## src/host_link_consts.svh

```systemverilog
// constants shared by both ends of the host serial stream port
`ifndef HOST_LINK_CONSTS_SVH
`define HOST_LINK_CONSTS_SVH

`define IDLE_BYTE        8'hFF
`define TRAIN_BYTE       8'h55
`define SUSPEND_RUN      50
`define CLK_KHZ          50000
`define COLD_START_MS    100
`define IDLE_TIMEOUT_MS  2000
`define SAFE_WAIT_US     2000
`define TRAIN_BAUD       9600
`define EXT_TX_LIMIT     4096
`define TXP_TAIL_BYTES   16
`define TXP_THRESH_MAX   2048
`define SCLK_HALF_DIV    4
`define BITS_PER_BYTE    8

`endif

```

## src/host_link_pkg.sv

```systemverilog
// types shared by both ends of the host serial stream port
package host_link_pkg;
   typedef enum logic {
      LINK_SERIAL,
      LINK_UART_I2C
   } link_mode_type;

   typedef enum logic [1:0] {
      MASTER_IDLE,
      MASTER_SHIFT,
      MASTER_GAP
   } master_state_type;
endpackage : host_link_pkg

```

## src/host_link_if.sv

```systemverilog
// pin bundle joining the receiver end and the host end of the serial link
`timescale 1ns/1ps
interface host_link_if;
   logic sclk;
   logic csN;
   logic mosi;
   logic misoOut;
   logic misoOe;
   logic misoLine;
   logic serialSelN;
   logic coldStartN;
   logic recoveryBootPinN;
   logic txPendingPin;

   // released data-out line floats to the pull-up level
   assign misoLine = misoOe ? misoOut : 1'b1;

   modport device (
      input  sclk,
      input  csN,
      input  mosi,
      input  serialSelN,
      input  coldStartN,
      input  recoveryBootPinN,
      output misoOut,
      output misoOe,
      output txPendingPin
   );

   modport host (
      output sclk,
      output csN,
      output mosi,
      output serialSelN,
      output coldStartN,
      output recoveryBootPinN,
      input  misoLine,
      input  txPendingPin
   );
endinterface : host_link_if

```

## src/receiver_serial_port.sv

```systemverilog
// receiver end: serial slave stream port, port strap, cold start, safe boot, tx-pending pin
`timescale 1ns/1ps
`include "host_link_consts.svh"
module receiver_serial_port #(
   parameter int DEPTH       = 8,
   parameter int COLD_CYCLES = `COLD_START_MS * `CLK_KHZ,
   parameter int IDLE_CYCLES = `IDLE_TIMEOUT_MS * `CLK_KHZ
) (
   // clock and reset
   input  wire logic                           clk_sys,
   input  wire logic                           rstn,
   // link pins
   host_link_if.device                         link,
   // outgoing message stream from software
   input  wire logic                           txValid,
   input  wire logic [7:0]                     txData,
   output logic                                txReady,
   // incoming message bytes to the parser
   output logic                                rxValid,
   output logic [7:0]                          rxData,
   output logic                                parserActive,
   // tx-pending configuration
   input  wire logic                           cfgWrite,
   input  wire logic                           cfgPinOk,
   input  wire logic                           cfgEnable,
   input  wire logic                           cfgActiveHigh,
   input  wire logic [$clog2(DEPTH+1)-1:0]     cfgThreshold,
   input  wire logic                           extTimeout,
   output logic                                txpEnable,
   output logic                                txpActiveHigh,
   output logic [$clog2(DEPTH+1)-1:0]          txpThreshold,
   // status
   output host_link_pkg::link_mode_type        linkMode,
   output logic                                safeBoot,
   output logic                                coldStart,
   output logic                                portIdle
);
   localparam int CW = $clog2(DEPTH + 1);
   localparam int KW = $clog2(COLD_CYCLES + 1);
   localparam int IW = $clog2(IDLE_CYCLES + 1);
   localparam int UW = $clog2(`EXT_TX_LIMIT + 1);

   logic [5:0]     syncA;
   logic [5:0]     syncB;
   logic           sclkPrev;
   logic           csPrev;
   logic           sclkS;
   logic           csS;
   logic           mosiS;
   logic           selS;
   logic           coldS;
   logic           bootS;
   logic           linkOn;
   logic           selected;
   logic           sclkRise;
   logic           sclkFall;
   logic           csFall;
   logic           loadEvt;
   logic           loadPending;
   logic [2:0]     bitCnt;
   logic           byteDone;
   logic [7:0]     txShift;
   logic [7:0]     rxShift;
   logic [7:0]     byteIn;
   logic [5:0]     ffRun;
   logic           suspended;
   logic           fifoInReady;
   logic           fifoOutValid;
   logic [7:0]     fifoOutData;
   logic [CW-1:0]  fifoCount;
   logic           push;
   logic [1:0]     bootWait;
   logic [KW-1:0]  coldCnt;
   logic [IW-1:0]  idleCnt;
   logic           timedOut;
   logic [UW-1:0]  undelivered;
   logic           txpActive;

   // two-flop synchronisers on every pin from the host
   always_ff @(posedge clk_sys or negedge rstn) begin
      if (!rstn) begin
         syncA <= 6'h1F;                                  // clock idles low, other pins idle high
         syncB <= 6'h1F;
      end else begin
         syncA <= {link.sclk, link.csN, link.mosi, link.serialSelN, link.coldStartN, link.recoveryBootPinN};
         syncB <= syncA;
      end
   end
   assign {sclkS, csS, mosiS, selS, coldS, bootS} = syncB;

   // edge history of the clock and select
   always_ff @(posedge clk_sys or negedge rstn) begin
      if (!rstn) begin
         sclkPrev <= 1'b0;
         csPrev   <= 1'b1;
      end else begin
         sclkPrev <= sclkS;
         csPrev   <= csS;
      end
   end

   // link enable and host-made edges; receiver never makes a clock
   assign linkMode = selS ? host_link_pkg::LINK_UART_I2C : host_link_pkg::LINK_SERIAL;
   assign linkOn   = !selS && !safeBoot;
   assign selected = linkOn && !csS;
   assign sclkRise = selected && sclkS && !sclkPrev;
   assign sclkFall = selected && !sclkS && sclkPrev;
   assign csFall   = linkOn && !csS && csPrev;
   assign loadEvt  = csFall || (sclkFall && loadPending);
   assign byteDone = sclkRise && (bitCnt == 3'h7);
   assign byteIn   = {rxShift[6:0], mosiS};

   // bit position and reload request between bytes
   always_ff @(posedge clk_sys or negedge rstn) begin
      if (!rstn) begin
         bitCnt      <= 3'h0;
         loadPending <= 1'b0;
      end else if (!selected) begin
         bitCnt      <= 3'h0;
         loadPending <= 1'b0;
      end else begin
         if (sclkRise) begin
            bitCnt <= bitCnt + 1'b1;
         end
         if (byteDone) begin
            loadPending <= 1'b1;
         end else if (loadEvt) begin
            loadPending <= 1'b0;
         end
      end
   end

   // outgoing shifter: next stream byte or the idle byte
   always_ff @(posedge clk_sys or negedge rstn) begin
      if (!rstn) begin
         txShift <= `IDLE_BYTE;
      end else if (loadEvt) begin
         txShift <= fifoOutValid ? fifoOutData : `IDLE_BYTE;
      end else if (sclkFall) begin
         txShift <= {txShift[6:0], 1'b1};
      end
   end
   assign link.misoOut = txShift[7];
   assign link.misoOe  = selected;

   // incoming shifter; every byte is a message byte, none is an address
   always_ff @(posedge clk_sys or negedge rstn) begin
      if (!rstn) begin
         rxShift <= 8'h00;
      end else if (sclkRise) begin
         rxShift <= byteIn;
      end
   end

   // idle-byte run length and parser suspension
   always_ff @(posedge clk_sys or negedge rstn) begin
      if (!rstn) begin
         ffRun     <= 6'h00;
         suspended <= 1'b0;
         rxValid   <= 1'b0;
         rxData    <= 8'h00;
      end else begin
         rxValid <= 1'b0;
         if (coldStart) begin
            ffRun     <= 6'h00;
            suspended <= 1'b0;
         end else if (byteDone) begin
            rxData  <= byteIn;
            rxValid <= !suspended || (byteIn != `IDLE_BYTE);
            if (byteIn == `IDLE_BYTE) begin
               if (ffRun != 6'(`SUSPEND_RUN)) begin
                  ffRun <= ffRun + 1'b1;
               end
               if (ffRun == 6'(`SUSPEND_RUN - 1)) begin
                  suspended <= 1'b1;
               end
            end else begin
               ffRun     <= 6'h00;
               suspended <= 1'b0;
            end
         end
      end
   end
   assign parserActive = !suspended;

   // outgoing queue; the link drains one byte per byte moved
   assign push    = txValid && !portIdle && fifoInReady;
   assign txReady = portIdle || (timedOut && extTimeout) || fifoInReady;
   stream_fifo #(
      .WIDTH (8),
      .DEPTH (DEPTH)
   ) u_tx_fifo (
      .clk_sys  (clk_sys),
      .rstn     (rstn),
      .flush    (coldStart),
      .inValid  (push),
      .inData   (txData),
      .inReady  (fifoInReady),
      .outValid (fifoOutValid),
      .outData  (fifoOutData),
      .outReady (loadEvt),
      .count    (fifoCount)
   );

   // host inactivity and undelivered-byte tally
   always_ff @(posedge clk_sys or negedge rstn) begin
      if (!rstn) begin
         idleCnt     <= '0;
         undelivered <= '0;
         timedOut    <= 1'b0;
         portIdle    <= 1'b0;
      end else if (byteDone || coldStart) begin
         idleCnt     <= '0;
         undelivered <= '0;
         timedOut    <= 1'b0;
         portIdle    <= 1'b0;
      end else begin
         if (idleCnt != IW'(IDLE_CYCLES)) begin
            idleCnt <= idleCnt + 1'b1;
         end
         timedOut <= (idleCnt == IW'(IDLE_CYCLES));
         if (txValid && txReady && undelivered != UW'(`EXT_TX_LIMIT)) begin
            undelivered <= undelivered + 1'b1;
         end
         portIdle <= timedOut && (!extTimeout || undelivered == UW'(`EXT_TX_LIMIT));
      end
   end

   // tx-pending settings, zero when the pin choice is refused
   always_ff @(posedge clk_sys or negedge rstn) begin
      if (!rstn) begin
         txpEnable     <= 1'b0;
         txpActiveHigh <= 1'b0;
         txpThreshold  <= '0;
      end else if (coldStart) begin
         txpEnable     <= 1'b0;
         txpActiveHigh <= 1'b0;
         txpThreshold  <= '0;
      end else if (cfgWrite) begin
         txpEnable     <= cfgPinOk && cfgEnable;
         txpActiveHigh <= cfgPinOk && cfgActiveHigh;
         txpThreshold  <= cfgPinOk ? cfgThreshold : '0;
      end
   end

   // tx-pending level: set at threshold, cleared once the queue is drained
   always_ff @(posedge clk_sys or negedge rstn) begin
      if (!rstn) begin
         txpActive         <= 1'b0;
         link.txPendingPin <= 1'b0;
      end else begin
         if (!txpEnable || fifoCount == '0) begin
            txpActive <= 1'b0;
         end else if (txpThreshold != '0 && fifoCount >= txpThreshold) begin
            txpActive <= 1'b1;
         end
         link.txPendingPin <= txpEnable && (txpActive ^ !txpActiveHigh);
      end
   end

   // cold start after the pin has stayed low long enough
   always_ff @(posedge clk_sys or negedge rstn) begin
      if (!rstn) begin
         coldCnt   <= '0;
         coldStart <= 1'b0;
      end else begin
         coldStart <= 1'b0;
         if (coldS) begin
            coldCnt <= '0;
         end else if (coldCnt != KW'(COLD_CYCLES)) begin
            coldCnt <= coldCnt + 1'b1;
            if (coldCnt == KW'(COLD_CYCLES - 1)) begin
               coldStart <= 1'b1;
            end
         end
      end
   end

   // boot pin caught once its synchroniser has filled after reset
   always_ff @(posedge clk_sys or negedge rstn) begin
      if (!rstn) begin
         bootWait <= 2'h0;
         safeBoot <= 1'b0;
      end else if (bootWait != 2'h3) begin
         bootWait <= bootWait + 1'b1;
         if (bootWait == 2'h2) begin
            safeBoot <= !bootS;
         end
      end
   end
endmodule : receiver_serial_port

```

## src/stream_fifo.sv

```systemverilog
// outgoing byte queue with valid/ready on both sides and an occupancy count
`timescale 1ns/1ps
module stream_fifo #(
   parameter int WIDTH = 8,
   parameter int DEPTH = 8
) (
   // clock and reset
   input  wire logic                       clk_sys,
   input  wire logic                       rstn,
   input  wire logic                       flush,
   // fill side
   input  wire logic                       inValid,
   input  wire logic [WIDTH-1:0]           inData,
   output logic                            inReady,
   // drain side
   output logic                            outValid,
   output logic [WIDTH-1:0]                outData,
   input  wire logic                       outReady,
   // occupancy
   output logic [$clog2(DEPTH+1)-1:0]      count
);
   localparam int AW = $clog2(DEPTH);

   logic [WIDTH-1:0] mem [DEPTH];
   logic [AW-1:0]    wrPtr;
   logic [AW-1:0]    rdPtr;
   logic             push;
   logic             pop;

   // honest full and empty from the count
   assign inReady  = (count != DEPTH[$clog2(DEPTH+1)-1:0]);
   assign outValid = (count != '0);
   assign outData  = mem[rdPtr];
   assign push     = inValid && inReady;
   assign pop      = outValid && outReady;

   // storage
   always_ff @(posedge clk_sys) begin
      if (push) begin
         mem[wrPtr] <= inData;
      end
   end

   // pointers and count
   always_ff @(posedge clk_sys or negedge rstn) begin
      if (!rstn) begin
         wrPtr <= '0;
         rdPtr <= '0;
         count <= '0;
      end else if (flush) begin
         wrPtr <= '0;
         rdPtr <= '0;
         count <= '0;
      end else begin
         if (push) begin
            wrPtr <= (wrPtr == AW'(DEPTH - 1)) ? '0 : wrPtr + 1'b1;
         end
         if (pop) begin
            rdPtr <= (rdPtr == AW'(DEPTH - 1)) ? '0 : rdPtr + 1'b1;
         end
         if (push && !pop) begin
            count <= count + 1'b1;
         end else if (pop && !push) begin
            count <= count - 1'b1;
         end
      end
   end
endmodule : stream_fifo

```

## src/flat_wrapper.sv

```systemverilog
// flat-port wrapper written by rule: the top's interface ports become plain ports
module receiver_serial_port_flat 
#(
   parameter int DEPTH       = 8,
   parameter int COLD_CYCLES = `COLD_START_MS * `CLK_KHZ,
   parameter int IDLE_CYCLES = `IDLE_TIMEOUT_MS * `CLK_KHZ
)
  (clk_sys, rstn, txValid, txData, txReady, rxValid, rxData, parserActive, cfgWrite, cfgPinOk, cfgEnable, cfgActiveHigh, cfgThreshold, extTimeout, txpEnable, txpActiveHigh, txpThreshold, linkMode, safeBoot, coldStart, portIdle, link_sclk, link_csN, link_mosi, link_serialSelN, link_coldStartN, link_recoveryBootPinN, link_misoOut, link_misoOe, link_txPendingPin);
  host_link_if link_i ();
  input  wire logic clk_sys;
  input  wire logic rstn;
  input  wire logic txValid;
  input  wire logic [7:0] txData;
  output logic txReady;
  output logic rxValid;
  output logic [7:0] rxData;
  output logic parserActive;
  input  wire logic cfgWrite;
  input  wire logic cfgPinOk;
  input  wire logic cfgEnable;
  input  wire logic cfgActiveHigh;
  input  wire logic [$clog2(DEPTH+1)-1:0] cfgThreshold;
  input  wire logic extTimeout;
  output logic txpEnable;
  output logic txpActiveHigh;
  output logic [$clog2(DEPTH+1)-1:0] txpThreshold;
  output host_link_pkg::link_mode_type linkMode;
  output logic safeBoot;
  output logic coldStart;
  output logic portIdle;
  input wire logic [$bits(link_i.sclk)-1:0] link_sclk;
  input wire logic [$bits(link_i.csN)-1:0] link_csN;
  input wire logic [$bits(link_i.mosi)-1:0] link_mosi;
  input wire logic [$bits(link_i.serialSelN)-1:0] link_serialSelN;
  input wire logic [$bits(link_i.coldStartN)-1:0] link_coldStartN;
  input wire logic [$bits(link_i.recoveryBootPinN)-1:0] link_recoveryBootPinN;
  output wire logic [$bits(link_i.misoOut)-1:0] link_misoOut;
  output wire logic [$bits(link_i.misoOe)-1:0] link_misoOe;
  output wire logic [$bits(link_i.txPendingPin)-1:0] link_txPendingPin;
  assign link_i.sclk = link_sclk;
  assign link_i.csN = link_csN;
  assign link_i.mosi = link_mosi;
  assign link_i.serialSelN = link_serialSelN;
  assign link_i.coldStartN = link_coldStartN;
  assign link_i.recoveryBootPinN = link_recoveryBootPinN;
  assign link_misoOut = link_i.misoOut;
  assign link_misoOe = link_i.misoOe;
  assign link_txPendingPin = link_i.txPendingPin;
  receiver_serial_port #(.DEPTH(DEPTH), .COLD_CYCLES(COLD_CYCLES), .IDLE_CYCLES(IDLE_CYCLES)) u_core (.clk_sys(clk_sys), .rstn(rstn), .link(link_i), .txValid(txValid), .txData(txData), .txReady(txReady), .rxValid(rxValid), .rxData(rxData), .parserActive(parserActive), .cfgWrite(cfgWrite), .cfgPinOk(cfgPinOk), .cfgEnable(cfgEnable), .cfgActiveHigh(cfgActiveHigh), .cfgThreshold(cfgThreshold), .extTimeout(extTimeout), .txpEnable(txpEnable), .txpActiveHigh(txpActiveHigh), .txpThreshold(txpThreshold), .linkMode(linkMode), .safeBoot(safeBoot), .coldStart(coldStart), .portIdle(portIdle));
endmodule
```

## config.mk

```make
export PLATFORM = sky130hd
export DESIGN_NAME = receiver_serial_port_flat
export DESIGN_NICKNAME = d
export VERILOG_FILES = /design/src/host_link_pkg.sv /design/src/host_link_if.sv /design/src/receiver_serial_port.sv /design/src/stream_fifo.sv /design/src/flat_wrapper.sv
export VERILOG_INCLUDE_DIRS = /design/src
export SDC_FILE = /design/constraint.sdc
export NUM_CORES = 1
export LEC_CHECK = 0
export BUFFER_PORTS_ARGS = -buffer_cell sky130_fd_sc_hd__buf_2
export CAP_MARGIN = 20
export CORE_UTILIZATION = 64
export DETAILED_ROUTE_END_ITERATION = 8
export GPL_TIMING_DRIVEN = 1
export HOLD_SLACK_MARGIN = 0.05
export PLACE_DENSITY = 0.94
export SLEW_MARGIN = 0
export SYNTH_ARGS = -nofsm -noshare
export SYNTH_HDL_FRONTEND = slang
export SYNTH_SLANG_ARGS = --single-unit
```

## constraint.sdc

```tcl
create_clock -name clk_sys -period 7.34 [get_ports clk_sys]
set_clock_uncertainty 0.05 [all_clocks]
set_input_delay 1.835 -clock clk_sys [delete_from_list [all_inputs] [get_ports clk_sys]]
set_output_delay 1.835 -clock clk_sys [all_outputs]
set_load 0.02 [all_outputs]
```

# ---- Word level (Yosys, flattened, before mapping)
# Memories as Yosys holds them, arrays and structs flattened.
# Cells that the tools add are included.
dict set report totals {
  romBits 0
  memories 1
  reg_bits 136
  latch_bits 0
  mem_bits_rw 64
}
# name words word_bits rd rd_clocked_by_memory_dff write_ports line
set mem_list {}
lappend mem_list {u_core.u_tx_fifo.mem 8 8 1 0 1 stream_fifo.sv:24} ;# logic [WIDTH-1:0] mem [DEPTH];
dict set report op_classes {
  n_mul 0
  reduce_logical 60
  add_sub_neg 10
  n_eq_ne 20
  mux 50
  shifts 0
  n_div 0
  n_bitwise 2
  magnitude_cmp 1
}
# op count
set ops {}
lappend ops {{$mux 27} 2}
lappend ops {{$mux 23} 2}
lappend ops {{$add 27x1->27 const B} 1}
lappend ops {{$eq 27x27->1 const B} 1}
lappend ops {{$ne 27x27->1 const B} 1}
lappend ops {{$mux 13} 2}
lappend ops {{$mux 3} 8}
lappend ops {{$mux 4} 6}
lappend ops {{$mux 6} 4}
lappend ops {{$mux 8} 3}
lappend ops {{$add 23x1->23 const B} 1}
lappend ops {{$eq 23x23->1 const B} 1}
lappend ops {{$logic_and 1x1->1} 23}
lappend ops {{$mux 1} 23}
lappend ops {{$ne 23x23->1 const B} 1}
lappend ops {{$reduce_bool 2->1} 9}
lappend ops {{$add 13x1->13 const B} 1}
lappend ops {{$eq 13x13->1 const B} 1}
lappend ops {{$logic_not 1->1} 13}
lappend ops {{$ne 13x13->1 const B} 1}
lappend ops {{$add 3x1->3 const B} 3}
lappend ops {{$eq 3x3->1 const B} 3}
lappend ops {{$eq 8x8->1 const B} 1}
lappend ops {{$ne 8x8->1 const B} 1}
lappend ops {{other kinds (19)} 31}

# ---- Longest topological paths before layout
# Gate-level depths: netlist (run 1).
dict set report logic_depth {
  depth_word 12
  depth_mapped 15
}

# ---- By module
# Synthesis (run 1) repeated with hierarchy kept, for this count alone.
dict set report unflattened {
  hier_cells 739
  area_unflattened_um2 9112.5
}
# module cells_each instances area_per_inst_um2 seq_area_each_um2
set by_module_without_submodules {}
lappend by_module_without_submodules {receiver_serial_port 567 1 5980.7 3176.8}
lappend by_module_without_submodules {stream_fifo 172 1 3131.8 2172.1}

# ---- Worst setup path after synthesis (run 1)
# OpenSTA, ideal clock, no wires.
dict set report synth_timing {
  path_type {input to output}
  start {input extTimeout}
  end {output txReady}
  arrival_ns 2.302
  path_stages 3
  required_time_ns 5.455
  path_slack_ns 3.153
  n_path_buf 0
  cell_sequence {a21oi_1 and2_1 inv_1}
}
dict set report synth_via {
  elab_chain_len 3
}
# item line
set synth_lines {}
lappend synth_lines {{start: declaration} flat_wrapper.sv:23} ;# input wire logic extTimeout;
lappend synth_lines {{$logic_and 1x1->1} receiver_serial_port.sv:188} ;# assign txReady = portIdle || (timedOut && extTimeout) || fifoInReady;
lappend synth_lines {{$logic_or 1x1->1 (2 in a row)} receiver_serial_port.sv:188}
lappend synth_lines {{end: declaration} flat_wrapper.sv:14} ;# output logic txReady;
# No other way between the ends.

# ---- Final worst setup path (run 1)
# Ends and elaborated chain as after synthesis.

==> results.txt, run 1 <==
Row count - 43
R2r startpoint - u_core.safeBoot
Initial antenna violation count - 0
Crit path DAT - 2.66 ns
Worst-skew pair later-pin latency - 0.44 ns
Clk sinks - 200
Area leader, netlist - dfrtp_1
Grt met1 use - 0.341
Seq cells post-synth - 200
Post-cts sizing count - 0
Vias in the first global route - 6,079
Max FO, Critical Path - 5
Dpl cells - 954
Syn_nets - 799
Final min period - 4.54 ns
CP Capture Type - primary output
Total Power - 2.97 mW
CTS hold repair buffers - 0
Die area - 14,700 um2
Via Count - 6,019
Max-Cap Viols - 0
Hold crit path type - reg -> reg
Starting DRT DRC Count - 378
CP Launch Type - input pin
Top cells by area, synth - dfrtp_1 (32%), edfxtp_1 (21%), dfstp_2 (5.5%), nor2_1 (4.2%), mux4_2 (4.0%)
PnR worst setup slack - 2.80 ns
Async SR Flop Fraction - 0.680
Synth cell types - 53
Leak pwr - 4.21 nW
Hold endpoint - u_core.syncB[0]
Mean Syn Cell Area - 12.1 um2
CORE AREA - 13,900 um2
Reg2Reg Setup Slack - 3.52 ns
Pins over their slew limit - 0
Number of flops mapped to enable cells by yosys - 64
TritonCTS clock tree - done
Tcrit/Tclk final - 0.619
Status - finished, final reports clean
Gr busiest metal - met2
Total power divided by cell area - 294 nW/um2
Fraction of layout cells with a size suffix above 1 - 0.190
Routed WL - 18.5 mm
Placer Congestion - 0.849
Met3 Track Usage GR - 0.0597
Layout area overhead - 11.4%
Total grt overflow - 0
DR pass1 iterations - 5
Post-Synthesis Cells - 748
Port bufs - 49
Post-route cell area - 10,100 um2
FMAX - 220 MHz
Register clock-pin slew on the reported worst setup and hold paths - 0.07 ns
Final Hold Viols - 0
Cell area after placement - 9460 um2
All-Layer GR Usage - 0.275
Relative slew slack - 0.414
Max VDD drop - 0.195 mV
Top_reg_cell synth - dfrtp_1
Initial Util - 0.654
Postcts setup bufs - 0
Root Buffer - clkbuf_16
Post-DR wirelength/cell - 18.7 um
Least-Margin Pin Slew - 0.879 ns
Unrepaired setup endpoints after global routing - false
Hold Crit Start - u_core.syncA[0]
DPL Wire Length - 11.8 mm
H-tree levels - 4
Worst Path Required - 5.45 ns
Total CTS buffers - 17
Top cells by count, synth - dfrtp_1 (117), nor2_1 (101), edfxtp_1 (64), nand2_1 (40), xnor2_1 (36)
R2R depth - 12
Yosys warns - 0
Setup TNS - 0 ns
Largest net degree at the start of global routing - 75
Sequential area share after synthesis - 0.589
Hold path cells - 0
Reg2reg end - u_core.u_tx_fifo.count[3]
Io pins - 50
Drt drc - 0
Final antenna-violating net count - 0
Chip width - 121 um
Non-Filler Instances - 991
Clock buffer depth - 2
CP Class - in -> out
Worst Setup Slack post-DPL - 2.87 ns
N_diodes - 0
First-pass GRT wire length - 30.3 mm
Most numerous cell in the Yosys netlist - dfrtp_1
Die Ht - 121 um
Layout net count - 849
Average vias per placed instance - 6.07
Post-synth top area share - 0.322
Mapped Area - 9080 um2
M2 GR Usage - 0.469
Final setup fails - 0
## worst max path at each step
| stage | to | slack [ns] | from |
|---|---|---|---|
| final | txReady | 2.80 | extTimeout |
| after global routing | txReady | 2.73 | extTimeout |
| after CTS | txReady | 2.81 | extTimeout |
| after detailed placement | txReady | 2.87 | extTimeout |
| after global placement | txReady | 2.89 | extTimeout |
| after floorplan | txReady | 3.15 | extTimeout |
## state kept, by name, indices dropped and copies added (netlist names), 4 cells and up
signal / flops
u_core.u_tx_fifo.mem: 64
u_core.idleCnt: 27
u_core.coldCnt: 23
u_core.undelivered: 13
u_core.rxData: 8
u_core.txShift: 8
u_core.rxShift: 7
u_core.ffRun: 6
u_core.syncA: 6
u_core.syncB: 6
u_core.txpThreshold: 4
u_core.u_tx_fifo.count: 4
## per-stage QoR
stage | hold WS (ns) | utilization
2_1_floorplan | 0.281 | -
3_3_place_gp | 0.296 | 0.681
3_5_place_dp | 0.297 | 0.681
4_1_cts | 0.302 | 0.726
5_1_grt | 0.308 | 0.729
6_report | 0.293 | 0.729
## critical path, cell delays in order
cell	delay, ns
buf_2	0.10
a21oi_1	0.17
and2_1	0.25
inv_1	0.12
buf_2	0.19
## cell families after synthesis
kind of cell,Yosys count,share of synthesized area
muxes,47,0.0759
and+or+nand+nor,303,0.178
DFF,200,0.589
adders and majority gates,25,0.0353
xor gates and xnor gates,60,0.0579
AOI/OAI and AO/OA,57,0.0373
buffers and inverters,56,0.0263
## area by class of cell
type | count | area, um2
Fill cell | 845 | 3770
Tap cell | 180 | 225
Clock inverter | 12 | 130
Inverter | 29 | 109
Clock buffer | 20 | 489
Multi-Input combinational cell | 492 | 3490
Sequential cell | 200 | 5350
Timing Repair Buffer | 58 | 319
## per-layer routing
metal | share of wire | vias up
met1 | 0.40 | 3021
met5 | 0 | -
met3 | 0.051 | 43
met4 | 0.029 | 0
li1 | - | 2761
met2 | 0.52 | 194
## layout by cell type (no fill, tap or decap), types with 19 or more instances in the layout
cell,n
clkbuf_16,19
inv_1,29
buf_2,51
ha_1,24
nand2_1,40
dfstp_2,19
nor2_1,101
a21oi_1,31
nand3_1,34
xnor2_1,36
edfxtp_1,64
xor2_1,24
dfrtp_1,117
## where the power goes
part	switching [mW]	internal [mW]	total [mW]
sequential	0.150	1.30	1.45
combinational	0.290	0.261	0.551
clock	0.411	0.556	0.967
Note: power is estimated with default switching activity, not from simulation.
==> run 2, diff against run 1 <==
--- a/config.mk
+++ b/config.mk
@@ -6,13 +6,14 @@
 export SDC_FILE = /design/constraint.sdc
 export NUM_CORES = 1
 export LEC_CHECK = 0
+export ABC_AREA = 1
 export BUFFER_PORTS_ARGS = -buffer_cell sky130_fd_sc_hd__buf_2
 export CAP_MARGIN = 20
-export CORE_UTILIZATION = 64
+export CORE_UTILIZATION = 62
 export DETAILED_ROUTE_END_ITERATION = 8
 export GPL_TIMING_DRIVEN = 1
 export HOLD_SLACK_MARGIN = 0.05
-export PLACE_DENSITY = 0.94
+export PLACE_DENSITY = 0.91
 export SLEW_MARGIN = 0
 export SYNTH_ARGS = -nofsm -noshare
 export SYNTH_HDL_FRONTEND = slang
==> constraint.sdc (replaced) <==
create_clock -name clk_sys -period 4.4 [get_ports clk_sys]
set_clock_uncertainty 0.05 [all_clocks]
set_input_delay 1.1 -clock clk_sys [delete_from_list [all_inputs] [get_ports clk_sys]]
set_output_delay 1.1 -clock clk_sys [all_outputs]
set_load 0.02 [all_outputs]
==> results.txt, run 2 <==
Starting DRT DRC Count - 679
M2 GR Usage - 0.445
Initial antenna violation count - 0
Vias in the first global route - 7,766
Least-Margin Pin Slew - 0.710 ns
Most flops, register - u_core.u_tx_fifo.mem
Hold endpoint - u_core.syncB[0]
R2r startpoint - u_core.csPrev
Total Power - 4.82 mW
Mean Syn Cell Area - 8.27 um2
CP Launch Type - input pin
R2R depth - 14
Most numerous cell in the Yosys netlist - nand2_1
DPL Wire Length - 14.9 mm
Hold Crit Start - u_core.syncA[0]
Final Hold Viols - 0
Fill cells - 1,163
Worst hold slack - 0.308 ns
Total power divided by cell area - 428 nW/um2
Die area - 17,200 um2
Row count - 46
Mapped Area - 10,300 um2
Crit path DAT - 1.64 ns
TritonCTS clock tree - done
Top cells by count, synth - nand2_1 (369), inv_1 (168), nor2_1 (154), dfrtp_1 (117), nand3_1 (116)
Post-route cell area - 11,300 um2
Unrepaired setup endpoints after global routing - false
Reg2reg end - u_core.u_tx_fifo.count[3]
Yosys warns - 0
Area leader, netlist - dfrtp_1
Chip width - 131 um
CORE AREA - 16,100 um2
CP Capture Type - primary output
Post-Synthesis Cells - 1,250
Met3 Track Usage GR - 0.0571
Cell area after placement - 10,700 um2
Total CTS buffers - 17
Pins over their slew limit - 0
Hold path cells - 0
Number of flops mapped to enable cells by yosys - 64
DR pass1 iterations - 5
Leak pwr - 5.26 nW
Async SR Flop Fraction - 0.680
Final min period - 2.79 ns
Worst-skew pair later-pin latency - 0.44 ns
Max VDD drop - 0.374 mV
Reg2Reg Setup Slack - 1.76 ns
Sequential area share after synthesis - 0.517
Syn_nets - 1,301
Drt drc - 0
Most frequent cells in the layout - nand2_1 (369), inv_1 (169), nor2_1 (154), dfrtp_1 (117), nand3_1 (116)
Max-Cap Viols - 0
Register clock-pin slew on the reported worst setup and hold paths - 0.07 ns
Hold crit path type - reg -> reg
Utilization after layout - 0.702
CP Class - in -> out
Grt met1 use - 0.345
Top cells by area, synth - dfrtp_1 (28%), edfxtp_1 (19%), nand2_1 (13%), inv_1 (6.1%), nand3_1 (5.6%)
Synth cell types - 43
Layout net count - 1,347
Tcrit/Tclk final - 0.634
Initial Util - 0.644
All-Layer GR Usage - 0.267
Top Registers - u_core.u_tx_fifo.mem x64, u_core.idleCnt x27, u_core.coldCnt x23
Gr busiest metal - met2
Layout area overhead - 9.05%
Post-DR wirelength/cell - 14.2 um
Clock buffer depth - 2
N_diodes - 0
Root Buffer - clkbuf_16
FMAX - 358 MHz
Die Ht - 131 um
Postcts setup bufs - 0
H-tree levels - 4
Max FO, Critical Path - 2
Average vias per placed instance - 5.41
Relative slew slack - 0.527
Largest net degree at the start of global routing - 81
Max reg flops - 64
Worst Path Required - 3.25 ns
Routed WL - 21.7 mm
Setup TNS - 0 ns
Top_reg_cell synth - dfrtp_1
First-pass GRT wire length - 36.6 mm
Final antenna-violating net count - 0
Total grt overflow - 0
Seq cells post-synth - 200
Post-cts sizing count - 0
Final setup fails - 0
Clk sinks - 200
Port bufs - 49
Post-synth top area share - 0.283
Status - finished, final reports clean
Placer Congestion - 0.895
Most common cell after layout, fill and taps aside - nand2_1
Fraction of layout cells with a size suffix above 1 - 0.134
CTS hold repair buffers - 0
Via Count - 8,255
Io pins - 50
[run 2: cell count changes after synthesis, sizes merged, moves of 12 or more]
cell / change
nand2: +341
inv: +152
nand3: +93
nor2: +69
xnor2: -30
o21ai: +29
mux2i: -16
mux4: -16
mux2: -15
xor2: -15
nor4: -14
nand2b: -12
[run 2: final cells by class]
class / instances / area (um2) / area share
clock buffers: 23 / 500 / 0.0444
clock inverters: 9 / 61.3 / 0.00544
inverters: 181 / 684 / 0.0607
multi-input cells: 844 / 4130 / 0.367
flip-flops and latches: 200 / 5350 / 0.474
well taps: 216 / 270 / 0.0240
repair buffers: 52 / 274 / 0.0243
[run 2: kinds of logic (layout without fill, tap and decap cells)]
logic type	Yosys count	in the layout	share of synthesized area
AOI/OAI and AO/OA	86	86	0.0499
xor gates and xnor gates	15	15	0.0127
adders and majority gates	25	25	0.0310
buffers and inverters	206	265	0.0827
DFF	200	200	0.517
and+or+nand+nor	718	718	0.306
[run 2: critical path: stages]
cell,delay (ns)
buf_2,0.11
a21oi_1,0.17
nand2_1,0.09
buf_2,0.17
[run 2: through the flow]
step	cells	worst slack (ns)
global route	1525	1.51
finish	1525	1.61
detailed placement	1493	1.37
global placement	1493	1.48
CTS	1525	1.61
floorplan	1250	1.83
[run 2: how the worst max path moves through the flow]
| stage | from | to | depth (start not counted) |
|---|---|---|---|
| after floorplan | txValid | u_core.u_tx_fifo.count[3] | 13 |
| after global placement | txValid | u_core.u_tx_fifo.count[3] | 14 |
| after detailed placement | txValid | u_core.u_tx_fifo.count[3] | 14 |
| after CTS | extTimeout | txReady | 4 |
| after global routing | extTimeout | txReady | 4 |
| final | extTimeout | txReady | 4 |
[run 2: power by group]
group          internal [mW]  switching (mW)  total (mW)  leakage (nW)
clock                  0.809           0.692        1.50         0.284
sequential              2.14           0.153        2.29          2.35
combinational          0.326           0.698        1.02          2.63
total                   3.28            1.54        4.82          5.26
[run 2: routing by layer]
metal,up-vias,wire length [um],part of all wire
met4,0,482,0.022
met1,3898,9460,0.44
met3,49,1060,0.049
met5,-,0,0
li1,4046,-,-
met2,262,10700,0.49
